## config.mk

```make
export PLATFORM = sky130hd
export DESIGN_NAME = scd_top
export DESIGN_NICKNAME = d
export VERILOG_FILES = /design/src/logic/scd_pkg.sv /design/src/logic/scd_if.sv /design/src/logic/scd_sampler.sv /design/src/logic/scd_top.sv
export SDC_FILE = /design/constraint.sdc
export NUM_CORES = 1
export LEC_CHECK = 0
export ABC_AREA = 1
export BUFFER_PORTS_ARGS = -buffer_cell sky130_fd_sc_hd__buf_2
export CORE_ASPECT_RATIO = 1.4
export CORE_MARGIN = 1.5
export CORE_UTILIZATION = 49
export DETAILED_ROUTE_END_ITERATION = 12
export PLACE_DENSITY = 0.83
export SYNTH_ARGS = -nofsm -noshare
export SYNTH_HDL_FRONTEND = slang
export SYNTH_HIERARCHICAL = 1
export SYNTH_SLANG_ARGS = --single-unit
```

## constraint.sdc

```tcl
create_clock -name clk -period 1.6 [get_ports clk]
set_clock_uncertainty 0.2 [all_clocks]
set_input_delay 0.08 -clock clk [delete_from_list [all_inputs] [get_ports clk]]
set_output_delay 0.08 -clock clk [all_outputs]
set_load 0.01 [all_outputs]
```

## src/logic/scd_pkg.sv

```systemverilog
// Package of encodings and constants for the SDRAM command decode block
package scd_pkg;

  localparam int NUM_BANKS = 4;
  localparam int BANK_W    = 2;
  localparam int BURST_W   = 9;

  // Decoded command codes
  typedef enum logic [3:0] {
    SCD_CMD_NOP       = 4'h0,
    SCD_CMD_ACTIVATE  = 4'h1,
    SCD_CMD_READ      = 4'h2,
    SCD_CMD_WRITE     = 4'h3,
    SCD_CMD_PRECHARGE = 4'h4,
    SCD_CMD_MODE_SET  = 4'h5,
    SCD_CMD_BURST_END = 4'h6,
    SCD_CMD_AUTO_REF  = 4'h7,
    SCD_CMD_SELF_REF  = 4'h8
  } scd_cmd_t;

  // Power state of the device
  typedef enum logic [2:0] {
    SCD_ST_RUN        = 3'b000,
    SCD_ST_SUSP_PEND  = 3'b001,
    SCD_ST_SUSPEND    = 3'b010,
    SCD_ST_SUSP_EXIT  = 3'b011,
    SCD_ST_POWER_DOWN = 3'b100,
    SCD_ST_SELF_REF   = 3'b101
  } scd_state_t;

  // Reset values and full-page burst length
  localparam logic [NUM_BANKS-1:0] BANK_OPEN_RST  = 4'h0;
  localparam logic [BURST_W-1:0]   BURST_LEFT_RST = 9'h000;
  localparam logic [BURST_W-1:0]   FULL_PAGE_LEN  = 9'h1ff;

endpackage : scd_pkg

```

## src/logic/scd_if.sv

```systemverilog
// Interface carrying command sample fields between the sampler and decoder
`timescale 1ns/1ps
interface scd_if;
  logic                         cs_n;
  logic                         ras_n;
  logic                         cas_n;
  logic                         we_n;
  logic                         ap_bit;
  logic                         mask;
  logic [scd_pkg::BANK_W-1:0]   bank;
  logic                         gate_now;
  logic                         gate_prev;

  modport producer (output cs_n, ras_n, cas_n, we_n, ap_bit, mask, bank, gate_now, gate_prev);
  modport consumer (input  cs_n, ras_n, cas_n, we_n, ap_bit, mask, bank, gate_now, gate_prev);
endinterface : scd_if

```

## src/logic/scd_sampler.sv

```systemverilog
// Rising-edge sampler of command pins and clock-enable history
`timescale 1ns/1ps
module scd_sampler (
  // Clock and reset
  input  wire logic                       clk,
  input  wire logic                       rst,
  // Pins
  input  wire logic                       cs_n_pin,
  input  wire logic                       ras_n_pin,
  input  wire logic                       cas_n_pin,
  input  wire logic                       we_n_pin,
  input  wire logic                       ap_pin,
  input  wire logic                       mask_pin,
  input  wire logic [scd_pkg::BANK_W-1:0] bank_pin,
  input  wire logic                       clk_gate_pin,
  // Sampled view
  scd_if.producer                         smp
);

  logic next_gate_prev;
  logic gate_prev;

  // Pins are combinational views at the command edge; only history is held
  always_comb begin
    next_gate_prev = clk_gate_pin;
  end

  always_ff @(posedge clk) begin
    if (rst) begin
      gate_prev <= 1'b1;
    end else begin
      gate_prev <= next_gate_prev;
    end
  end

  assign smp.cs_n      = cs_n_pin;
  assign smp.ras_n     = ras_n_pin;
  assign smp.cas_n     = cas_n_pin;
  assign smp.we_n      = we_n_pin;
  assign smp.ap_bit    = ap_pin;
  assign smp.mask      = mask_pin;
  assign smp.bank      = bank_pin;
  assign smp.gate_now  = clk_gate_pin;
  assign smp.gate_prev = gate_prev;

endmodule // scd_sampler

```

## src/logic/scd_top.sv

```systemverilog
// SDRAM command decode with clock suspend and power down handling
// Operation
// - Commands and controls are taken only at rising clock edges.
// - Clock enable low with any bank open enters clock suspend.
// - Suspend freezes internal clock and any running burst until exit.
// - Device runs one more clock after clock enable first low.
// - New commands are ignored while suspended.
// - Clock enable high again leaves suspend one clock later.
// - Decode uses current and previous clock enable samples.
// - Auto refresh needs both samples high; self refresh now low; banks idle.
// - Read, write and activate check the selected bank's state; precharge does not.
// - Burst terminate honoured only during a full-page burst.
// - Power-down entry during a burst becomes clock suspend.
// - Read, write and activate decode from strobes; high ap bit selects auto-precharge on read and write.
// - Chip select high is no operation; no-operation never ends a burst.
`timescale 1ns/1ps
module scd_top (
  // Clock and reset
  input  wire logic                       clk,
  input  wire logic                       rst,
  // Command pins
  input  wire logic                       cs_n,
  input  wire logic                       ras_n,
  input  wire logic                       cas_n,
  input  wire logic                       we_n,
  input  wire logic                       autoprecharge_bit,
  input  wire logic                       byte_mask,
  input  wire logic [scd_pkg::BANK_W-1:0] bank_select,
  input  wire logic                       clk_gate,
  // Configuration
  input  wire logic [scd_pkg::BURST_W-1:0] burst_len,
  // Status
  output logic [3:0]                      cmd_code,
  output logic                            cmd_valid,
  output logic                            cmd_auto_pre,
  output logic [scd_pkg::BANK_W-1:0]      cmd_bank,
  output logic [scd_pkg::NUM_BANKS-1:0]   bank_open,
  output logic                            burst_active,
  output logic                            int_clk_en,
  output logic                            in_suspend,
  output logic                            in_power_down,
  output logic                            in_self_refresh,
  output logic                            data_enable
);

  scd_if smp ();

  scd_sampler u_sampler (
    .clk          (clk),
    .rst          (rst),
    .cs_n_pin     (cs_n),
    .ras_n_pin    (ras_n),
    .cas_n_pin    (cas_n),
    .we_n_pin     (we_n),
    .ap_pin       (autoprecharge_bit),
    .mask_pin     (byte_mask),
    .bank_pin     (bank_select),
    .clk_gate_pin (clk_gate),
    .smp          (smp)
  );

  // ************************************************************
  // Command decode
  // ************************************************************
  scd_pkg::scd_cmd_t raw_cmd;

  always_comb begin
    raw_cmd = scd_pkg::SCD_CMD_NOP;
    if (!smp.cs_n) begin
      case ({smp.ras_n, smp.cas_n, smp.we_n})
        3'b011:  raw_cmd = scd_pkg::SCD_CMD_ACTIVATE;
        3'b101:  raw_cmd = scd_pkg::SCD_CMD_READ;
        3'b100:  raw_cmd = scd_pkg::SCD_CMD_WRITE;
        3'b010:  raw_cmd = scd_pkg::SCD_CMD_PRECHARGE;
        3'b000:  raw_cmd = scd_pkg::SCD_CMD_MODE_SET;
        3'b110:  raw_cmd = scd_pkg::SCD_CMD_BURST_END;
        3'b001:  raw_cmd = smp.gate_now ? scd_pkg::SCD_CMD_AUTO_REF
                                        : scd_pkg::SCD_CMD_SELF_REF;
        default: raw_cmd = scd_pkg::SCD_CMD_NOP;
      endcase
    end
  end

  // ************************************************************
  // Power state and bank tracking
  // ************************************************************
  scd_pkg::scd_state_t               state;
  scd_pkg::scd_state_t               next_state;
  logic [scd_pkg::NUM_BANKS-1:0]     next_bank_open;
  logic [scd_pkg::BURST_W-1:0]       burst_left;
  logic [scd_pkg::BURST_W-1:0]       next_burst_left;
  logic                              full_page;
  logic                              next_full_page;
  logic [3:0]                        next_cmd_code;
  logic                              next_cmd_valid;
  logic                              next_cmd_auto_pre;
  logic [scd_pkg::BANK_W-1:0]        next_cmd_bank;
  logic                              next_data_enable;
  logic                              running;
  logic                              sel_open;
  logic                              any_open;
  logic                              all_idle;
  logic                              accept;

  // Commands count only while the internal clock runs
  assign running  = (state == scd_pkg::SCD_ST_RUN) || (state == scd_pkg::SCD_ST_SUSP_PEND);
  assign sel_open = bank_open[smp.bank];
  assign any_open = |bank_open;
  assign all_idle = ~any_open;
  // Commands need the previous sample high
  assign accept   = running && smp.gate_prev && (state == scd_pkg::SCD_ST_RUN);

  always_comb begin
    next_state        = state;
    next_bank_open    = bank_open;
    next_burst_left   = burst_left;
    next_full_page    = full_page;
    next_cmd_code     = scd_pkg::SCD_CMD_NOP;
    next_cmd_valid    = 1'b0;
    next_cmd_auto_pre = 1'b0;
    next_cmd_bank     = smp.bank;
    // Burst advances only while the internal clock runs
    if (running && burst_left != scd_pkg::BURST_LEFT_RST && !full_page) begin
      next_burst_left = burst_left - 9'h001;
    end
    if (accept) begin
      case (raw_cmd)
        scd_pkg::SCD_CMD_ACTIVATE: begin
          if (!sel_open) begin
            next_bank_open[smp.bank] = 1'b1;
            next_cmd_valid = 1'b1;
          end
        end
        scd_pkg::SCD_CMD_READ,
        scd_pkg::SCD_CMD_WRITE: begin
          if (sel_open) begin
            next_cmd_valid    = 1'b1;
            next_cmd_auto_pre = smp.ap_bit;
            next_full_page    = (burst_len == scd_pkg::FULL_PAGE_LEN);
            next_burst_left   = burst_len;
          end
        end
        scd_pkg::SCD_CMD_PRECHARGE: begin
          next_cmd_valid    = 1'b1;
          next_cmd_auto_pre = smp.ap_bit;
          if (smp.ap_bit) begin
            next_bank_open = scd_pkg::BANK_OPEN_RST;
          end else begin
            next_bank_open[smp.bank] = 1'b0;
          end
          next_burst_left = scd_pkg::BURST_LEFT_RST;
          next_full_page  = 1'b0;
        end
        scd_pkg::SCD_CMD_BURST_END: begin
          if (full_page && burst_left != scd_pkg::BURST_LEFT_RST) begin
            next_cmd_valid  = 1'b1;
            next_burst_left = scd_pkg::BURST_LEFT_RST;
            next_full_page  = 1'b0;
          end
        end
        scd_pkg::SCD_CMD_MODE_SET: begin
          next_cmd_valid = all_idle;
        end
        scd_pkg::SCD_CMD_AUTO_REF: begin
          next_cmd_valid = all_idle && smp.gate_now && smp.gate_prev;
        end
        scd_pkg::SCD_CMD_SELF_REF: begin
          next_cmd_valid = all_idle;
        end
        default: ; // No operation leaves bursts running
      endcase
      if (next_cmd_valid) begin
        next_cmd_code = raw_cmd;
      end
    end

    case (state)
      scd_pkg::SCD_ST_RUN: begin
        if (smp.gate_prev && !smp.gate_now) begin
          if (raw_cmd == scd_pkg::SCD_CMD_SELF_REF && all_idle) begin
            next_state = scd_pkg::SCD_ST_SELF_REF;
          end else if (any_open || burst_left != scd_pkg::BURST_LEFT_RST) begin
            // Burst or open bank forces suspend, never power down
            next_state = scd_pkg::SCD_ST_SUSP_PEND;
          end else begin
            next_state = scd_pkg::SCD_ST_POWER_DOWN;
          end
        end
      end
      scd_pkg::SCD_ST_SUSP_PEND: begin
        // One more running clock, then freeze
        next_state = smp.gate_now ? scd_pkg::SCD_ST_RUN : scd_pkg::SCD_ST_SUSPEND;
      end
      scd_pkg::SCD_ST_SUSPEND: begin
        if (!smp.gate_prev && smp.gate_now) begin
          next_state = scd_pkg::SCD_ST_SUSP_EXIT;
        end
      end
      scd_pkg::SCD_ST_SUSP_EXIT: begin
        next_state = smp.gate_now ? scd_pkg::SCD_ST_RUN : scd_pkg::SCD_ST_SUSPEND;
      end
      scd_pkg::SCD_ST_POWER_DOWN,
      scd_pkg::SCD_ST_SELF_REF: begin
        // Exit needs a rising clock enable; the edge that sees it takes no command, the next edge does
        if (!smp.gate_prev && smp.gate_now) begin
          next_state = scd_pkg::SCD_ST_RUN;
        end
      end
      default: next_state = scd_pkg::SCD_ST_RUN;
    endcase

    // Mask only matters with an active bank
    next_data_enable = any_open && !smp.mask && running;
  end

  always_ff @(posedge clk) begin
    if (rst) begin
      state        <= scd_pkg::SCD_ST_RUN;
      bank_open    <= scd_pkg::BANK_OPEN_RST;
      burst_left   <= scd_pkg::BURST_LEFT_RST;
      full_page    <= 1'b0;
      cmd_code     <= 4'h0;
      cmd_valid    <= 1'b0;
      cmd_auto_pre <= 1'b0;
      cmd_bank     <= 2'h0;
      data_enable  <= 1'b0;
    end else begin
      state        <= next_state;
      bank_open    <= next_bank_open;
      burst_left   <= next_burst_left;
      full_page    <= next_full_page;
      cmd_code     <= next_cmd_code;
      cmd_valid    <= next_cmd_valid;
      cmd_auto_pre <= next_cmd_auto_pre;
      cmd_bank     <= next_cmd_bank;
      data_enable  <= next_data_enable;
    end
  end

  assign burst_active    = (burst_left != scd_pkg::BURST_LEFT_RST);
  assign int_clk_en      = running || (state == scd_pkg::SCD_ST_SUSP_EXIT);
  assign in_suspend      = (state == scd_pkg::SCD_ST_SUSPEND);
  assign in_power_down   = (state == scd_pkg::SCD_ST_POWER_DOWN);
  assign in_self_refresh = (state == scd_pkg::SCD_ST_SELF_REF);

endmodule // scd_top

```

# Word-level counts from Yosys, hierarchy flattened
# Index checks and enable logic that the tools add are counted.
# word_totals
latchBits,0
inputBits,20
mem_bits_ro,0
ff_bits,27
mem_bits_rw,0
word_cells,112
memories,0
output_inout_bits,18
# classes
n_lt_le_gt_ge,2
eq_ne,26
n_div,0
shift,0
mul,0
n_reduce_logical,35
muxes,32
n_addsub,1
n_bitwise,6
# op_table
cell,n
$mux 9,4
$pmux 4 s7,1
$pmux 9 s3,1
$eq 4x3->1 const B,4
$mux 4,4
$eq 3x3->1 const B,5
$mux 3,5
$logic_and 1x1->1,13
$eq 3x2->1 const B,4
$pmux 3 s4,1
$reduce_or 2->1,5
$eq 9x9->1 const B,1
$mux 1,9
$reduce_bool 9->1,1
$sub 9x1->9 const B,1
$eq 4x2->1 const B,2
$ne 2x2->1 const B,4
$pmux 4 s2,1
$eq 3x1->1 const B,2
$logic_not 3->1,2
$pmux 1 s6,1
$reduce_and 3->1,2
$and 4x4->4,1
$eq 4x1->1 const B,1
other kinds (19),27

# Longest topological paths before layout
# Gate-level depths: netlist of run 1.
# depth
word_depth,9
depth_mapped,13
ltp_nobuf,12

# Modules after synthesis
# The synthesis of run 1 kept the hierarchy.
# by_module_without_submodules
mod,n_inst,seq_area_each_um2,area_each_um2,cells_per_inst
scd_top,1,520.5,1719.1,247
scd_sampler,1,20.0,98.8,13

# Worst setup path after synthesis of run 1
# No wires, ideal clock.
# synth_timing
path_type,register to register
startpoint,reg burst_left[0] in the netlist's numbering
endpoint,reg burst_left[2] in the netlist's numbering
arrival_time_ns,1.416
path_stages_with_launch,12
n_path_buf,0
t_required_ns,1.266
setup_slack_ns,-0.150
setup_time_ns,0.134
synth_period_minus_slack_ns,1.750
path_cell_list,dfxtp_1 -> inv_1 -> ha_1 -> nand2_1 -> nor2_2 -> nand2_2 -> nand2_4 -> inv_2 -> o21ai_0 -> inv_1 -> nand2_2 -> a21oi_1
# synth_via
elab_chain_len,7
elab_cells_between_ends,10
classes_between,1 x add/sub; 5 x mux; 4 x reduce/logical
# synth_lines
element,line_no,rtl
"start, declared",scd_top.sv:90,logic [scd_pkg::BURST_W-1:0] burst_left;
"start signal, assigned",scd_top.sv:220,burst_left <= scd_pkg::BURST_LEFT_RST;
"start signal, assigned",scd_top.sv:230,burst_left <= next_burst_left;
$reduce_bool 9->1 *,-,
net burst_active,scd_top.sv:38,"output logic burst_active,"
$logic_and 1x1->1 (2 in series),scd_top.sv:123,if (running && burst_left != scd_pkg::BURST_LEFT_RST && !full_page) begin
$mux 9,scd_top.sv:123,
$mux 9 (on tied branches),"scd_top.sv:155, scd_top.sv:136",
$pmux 9 s3,scd_top.sv:127,case (raw_cmd)
$mux 9 *,scd_top.sv:126,if (accept) begin
# Mark *: on every way through the listed nets, which the timed path passes. The rest lies on a longest branch.
# A chain may end at the register's enable or synchronous reset.

# Worst setup path in the final report of run 1
# layout_timing
startpoint,reg bank_open[1] in the netlist's numbering
endpoint,reg burst_left[5] in the netlist's numbering
# layout_via
elab_chain_len,5
# layout_lines
element,line_no,rtl
"start, declared",scd_top.sv:37,"output logic [scd_pkg::NUM_BANKS-1:0] bank_open,"
"start signal, assigned",scd_top.sv:219,bank_open <= scd_pkg::BANK_OPEN_RST;
"start signal, assigned",scd_top.sv:229,bank_open <= next_bank_open;
$bmux 1 s2,scd_top.sv:107,assign sel_open = bank_open[smp.bank];
$mux 1 (implied by the code),scd_top.sv:107,
$mux 9,scd_top.sv:136,if (sel_open) begin
$pmux 9 s3,scd_top.sv:127,
$mux 9,scd_top.sv:126,
# Every way passes these cells. The select of a mux whose other input is x is not followed.

==> metrics.txt, run 1 <==
status=complete, but fails checks; failing checks=negative hold slack, negative setup slack; FFs w/ async S/R, synth=0%; Post-Route WL=4.87 mm; peak supply drop=1.31 mV; Port Buffers=37; antenna violations before repair=0; fill cell total of the finished layout=250; grt total ovfl=0; Worst R2R Path Depth=9; Worst EP arrival=1.63 ns; pre-CTS setup slack=-0.0716 ns; Max Clock Freq=0.605 GHz; Power Density=1560 mW/mm²; Seq cells post-synth=27; core region area=0.00361 mm²; list of most frequent post-synthesis cells=nand2_1, inv_1, dfxtp_1; startpoint types=register; Logic pwr share=67.0%; I/O Pins=38; register area=549 µm²; layout cells sized above 1=42.0%; vias in the first global route=1,810; CTS clock-pin slew for the worst setup and hold paths=0.11 ns; CTS max path bufs=2; Synth top area share=29.7%; DRT antenna net count=0; clock power share=10.3%; count of pins over their slew limit=0; # diodes=0; Hold Crit Class=primary input to register; Synth area leader=dfxtp_1; largest net degree at the start of global routing=17; Worst Path Required=1.58 ns; final std cells w/o fill=380; vias per cell=5.27; Die X=54.5 µm; Sequential Power Share=22.7%; post-route setup slack=-0.0522 ns; GPL Wtd Cong=0.860; sw frac=45.0%; wire per inst=12.8 µm; max_slew headroom=78.4%; crit path max fanout=4; Layout Nets=360; Placed Cells=350; TritonCTS clock tree=yes; first-pass GRT wire length=7.34 mm; Fin. Hold Viols=1; chip height=75.1 µm; synthesized instance count=260; Synth area leaders=dfxtp_1, nand2_1, inv_1; switching power=1.81 mW; synth warn=6; final setup fails=15; top-count cell post-synth=nand2_1; initial core utilization=50.3%; Worst Tran Pin Value=0.316 ns; drt drc=0; Core Rows=26; main flop type after synthesis=dfxtp_1; RSZ-0062 raised after global routing=yes; Setup CP Type=register to register; Worst-Skew Late Latency=0.28 ns; crit end category=register; Num Clock Sinks=27; Syn Nets=281; Mean Syn Cell Area=6.99 µm²; sequential share of the synthesized area=29.7%; DRT iter0 DRCs=72; via count=2,003; Max Cap Violations=0; Leakage=1.27 nW; DIE AREA=0.00409 mm²; hold_ws=-0.00226 ns; GRT Total Usage=23.9%; area of the multi-input gates=0.00115 mm²; DP HPWL=3.29 mm; Final Critical Period=1.65 ns; CTS root buf=clkbuf_8; Distinct cells, synth=35; DRT Pass-1 Iters=4; internal power=2.21 mW; Post-synth EDFFs=0; Worst Hold Path Cells=5; fin crit share=103%; clock buffer count from CTS=3; H-tree level count=1; synthesized cell area=0.00182 mm²; area grow syn2layout=41.7%
## timing repair
action | 4_1_cts | 5_1_grt
hold endpoints to repair | 17 | 0
hold buffers | 20 | 0
resized for setup | 12 | 28
setup buffers | 1 | 4
pin swaps | 5 | 15
gates cloned | 1 | 0
endpoints found under the setup margin | 16 | 26
## critical path, stage by stage, from the launching register on
cell	delay, ns
dfxtp_1	0.37
inv_1	0.06
o21ai_1	0.21
nor2_4	0.09
inv_1	0.10
nor2_4	0.05
nor2_4	0.22
nand2_4	0.11
nand2_2	0.08
a21oi_2	0.04
## registers in the layout, indices dropped and copies added (netlist names)
name,cells
bank_open,4
burst_left,9
cmd_auto_pre,1
cmd_bank,2
cmd_code,4
cmd_valid,1
data_enable,1
full_page,1
state,3
u_sampler/smp.gate_prev,1
## worst paths after layout
path	startpoint	to	slack, ns
worst max-delay path	bank_open[1]	burst_left[5]	-0.05
worst min register to register	bank_open[3]	bank_open[3]	0.29
worst max register to register	bank_open[1]	burst_left[5]	-0.05
worst min-delay path	bank_select[1]	bank_open[2]	-0.002
## logic make-up after synthesis
family / count (synthesis) / share of synthesized area, %
fa+ha+maj: 1 / 0.688
buf+inv: 56 / 13.5
compound gates: 41 / 13.6
simple gates: 128 / 39.2
flops: 27 / 29.7
xor+xnor: 7 / 3.37
## through the flow
step / TNS, ns / power, mW / utilization [%] / hold WS (ns) / instance area (µm²)
4_1_cts: -0.904 / 3.67 / 68.6 / 0.00229 / 2480
3_3_place_gp: -0.173 / 3.04 / 60.1 / 0.0447 / 2170
3_5_place_dp: -0.556 / 3.08 / 60.1 / 0.0496 / 2170
2_1_floorplan: 0 / 2.40 / - / -0.0509 / 1840
6_report: -0.555 / 4.02 / 71.3 / -0.00226 / 2580
5_1_grt: -2.27 / 4.29 / 71.3 / 0.0328 / 2580
## cell usage in the layout, fill, tap and decap left out, types with 2 or more instances in the layout
cell type	netlist	layout
a21oi_2	1	5
nor2_2	6	4
xor2_1	7	7
buf_6	0	2
buf_2	0	35
nand3_4	2	3
inv_2	10	12
nand2_2	15	18
inv_1	34	31
nor2_4	4	10
a21oi_1	16	12
nor3_1	3	3
nand3_2	2	2
nand2_4	2	5
nor2_1	24	20
nor4_1	2	2
clkbuf_8	0	3
dfxtp_2	0	4
nand4_2	2	2
nand3_1	13	12
dfxtp_1	27	22
nand2_1	38	33
o21ai_1	2	9
buf_4	9	26
dlygate4sd3_1	0	20
nand4_1	12	12
o21ai_0	14	7
## power by group through the flow
stage	clock network, mW	logic, mW	registers [mW]
detailed placement	0	2.20	0.885
CTS	0.411	2.37	0.884
global route	0.436	2.92	0.927
global placement	0	2.15	0.883
floorplan	0	1.49	0.910
finish	0.415	2.69	0.913
## layout make-up
class | instances | area share [%]
Clock buffer | 3 | 1.60
Tap cell | 42 | 2.04
Clock inverter | 1 | 0.291
Inverter | 45 | 6.70
Sequential cell | 27 | 21.3
Timing Repair Buffer | 84 | 23.3
Multi-Input combinational cell | 178 | 44.7
## metal layers
metal  track usage, %  routed length [µm]
met1             27.4                1940
met2             44.6                2630
met3             1.79                 203
met4             8.89                  91
met5                0                   0
Note: power is estimated with default switching activity, not from simulation.
==> inputs of run 2 (changes only) <==
- CORE_UTILIZATION: 49 -> 47
- PLACE_DENSITY: 0.83 -> 0.8
==> run 2 against run 1 <==
Power grew 5.4%. Worst hold slack lost 0.0079 ns. The flow still finishes with violations (negative hold slack, negative setup slack). Via count shrank 0.40%. Critical path depth is the same. Sequential share of layout area shrank 0.57 points. Register-to-register slack lost 0.08 ns. Worst setup slack lost 0.081 ns. Routed wire length grew 5.3%. Combinational power grew 8.6%.
==> metrics.txt, run 2 (synthesized netlist as in run 1, its figures left out) <==
DP HPWL=3.22 mm (-2.1%); largest net degree at the start of global routing=17 (unchanged); layout cells sized above 1=45.0% (+3.0 points); Logic pwr share=68.8% (+1.8 points); Hold Crit Class=primary input to register; DRT antenna net count=0 (unchanged); Max Clock Freq=0.577 GHz (-4.7%); grt total ovfl=0 (unchanged); internal power=2.32 mW (+4.9%); DRT Pass-1 Iters=4 (unchanged); status=complete, but fails checks; Core Rows=26 (unchanged); fin crit share=108% (+5.0 points); I/O Pins=38 (unchanged); total power=4.24 mW (+5.4%); Placed Cells=351 (+0.29%); H-tree level count=1 (unchanged); CTS root buf=clkbuf_8; crit path max fanout=8 (+4); post-route setup slack=-0.133 ns (-0.0806 ns); vias in the first global route=1,924 (+6.3%); wire per inst=13.4 µm (+4.7%); most common cell after layout, fill and taps aside=buf_2; failing checks=negative hold slack, negative setup slack; vias per cell=5.22 (-0.92%); initial core utilization=49.5% (-0.89 points); GPL Wtd Cong=0.862 (+0.26%); max_slew headroom=73.8% (-4.5 points); peak supply drop=1.46 mV (+12%); Worst R2R Path Depth=9 (unchanged); Sequential Power Share=21.6% (-1.1 points); RSZ-0062 raised after global routing=yes; CTS max path bufs=2 (unchanged); final setup fails=10 (-5); clock power share=9.5% (-0.8 points); Fin. Hold Viols=1 (unchanged); CTS clock-pin slew for the worst setup and hold paths=0.10 ns (about the same); Num Clock Sinks=27 (unchanged); area grow syn2layout=46.2%; final std cells w/o fill=382 (+0.53%); Leakage=1.30 nW (+2.6%); Worst Tran Pin Value=0.382 ns (+0.0664 ns); most frequent cells in the layout=buf_2, nand2_1, inv_1, buf_4, dfxtp_1; crit end category=register; TritonCTS clock tree=yes; DIE AREA=0.00426 mm² (+4.1%); switching power=1.92 mW (+6.2%); GRT Total Usage=23.3% (-0.58 points); Port Buffers=37 (unchanged); Layout Nets=362 (+0.56%); Worst Hold Path Cells=2 (-3); clock buffer count from CTS=3 (unchanged); Worst-Skew Late Latency=0.28 ns (about the same); DRT iter0 DRCs=100 (+39%); max FFs per register=9 (unchanged); top flop regs=burst_left x9, bank_open x4, cmd_code x4; Max Cap Violations=0 (unchanged); Worst EP arrival=1.74 ns (+0.11 ns); Power Density=1590 mW/mm² (+2.2%); most flop-heavy register=burst_left; antenna violations before repair=0 (unchanged); chip height=76.6 µm (+2.0%); Die X=55.6 µm (+2.0%); Worst Path Required=1.61 ns (+0.03 ns); Final Critical Period=1.73 ns (+0.0806 ns); Post-Route WL=5.13 mm (+5.3%); # diodes=0 (unchanged); via count=1,995 (-0.40%); Setup CP Type=register to register; hold_ws=-0.0102 ns (-0.00793 ns); count of pins over their slew limit=0 (unchanged); sw frac=45.3% (+0.31 points); core region area=0.00368 mm² (+1.8%); startpoint types=register; drt drc=0 (unchanged); first-pass GRT wire length=8.16 mm (+11%)
[run 2: cell types whose count changed in the layout (fill, tap and decap cells not counted), sizes merged]
cell,delta
clkbuf,-1
buf,+3
[run 2: cell type report]
| cell class | count | area [µm²] |
|---|---|---|
| clock buffers | 3 | 41.3 |
| clock inverters | 1 | 7.51 |
| fillers | 274 | 1020 |
| inverters | 45 | 173 |
| multi-input cells | 178 | 1220 |
| flip-flops and latches | 27 | 552 |
| well taps | 42 | 52.6 |
| repair buffers | 86 | 617 |
[run 2: per-layer routing]
layer	vias up	part of all wire, %	GRT usage [%]
met1	931	37	26.1
met3	13	3.7	2.38
li1	988	-	-
met2	63	57	43.1
met5	-	0	0
met4	0	2.0	11.0
[run 2: worst max-delay path, stage by stage, from the launching register on]
cell	delay (ns)
dfxtp_2	0.35
nor2_2	0.14
nand2_2	0.08
nor2_4	0.16
nand2_4	0.08
nand2_4	0.13
buf_4	0.13
xor2_1	0.20
nand2_2	0.07
a21oi_1	0.11
[run 2: power groups by stage]
stage               registers [mW]  logic, mW  clock network (mW)
floorplan                    0.910       1.49                   0
global placement             0.881       2.16                   0
detailed placement           0.888       2.18                   0
CTS                          0.896       2.43               0.415
global route                 0.925       3.20               0.432
finish                       0.917       2.92               0.404
[run 2: what timing repair did]
item	in CTS	in global routing
pin swaps	11	6
hold buffers	20	0
setup buffers	2	4
cloned	1	0
hold endpoints to repair	18	0
setup endpoints to repair	15	24
gates resized for setup	21	37
[run 2: path summary, 6_finish.rpt]
check	start	to	slack (ns)
max	burst_left[5]	burst_left[0]	-0.13
min	rst	burst_left[1]	-0.01
max reg2reg	burst_left[5]	burst_left[0]	-0.13
min reg2reg	bank_open[0]	bank_open[0]	0.31
[run 2: through the flow]
| stage | TNS, ns | area, µm² | worst slack (ns) | utilization (%) |
|---|---|---|---|---|
| floorplan | 0 | 1840 | 0.00177 | - |
| global placement | -0.0951 | 2180 | -0.0516 | 59.3 |
| detailed placement | -0.600 | 2180 | -0.0790 | 59.3 |
| CTS | -0.265 | 2500 | -0.0388 | 68.1 |
| global route | -1.68 | 2660 | -0.196 | 72.3 |
| finish | -0.519 | 2660 | -0.133 | 72.3 |
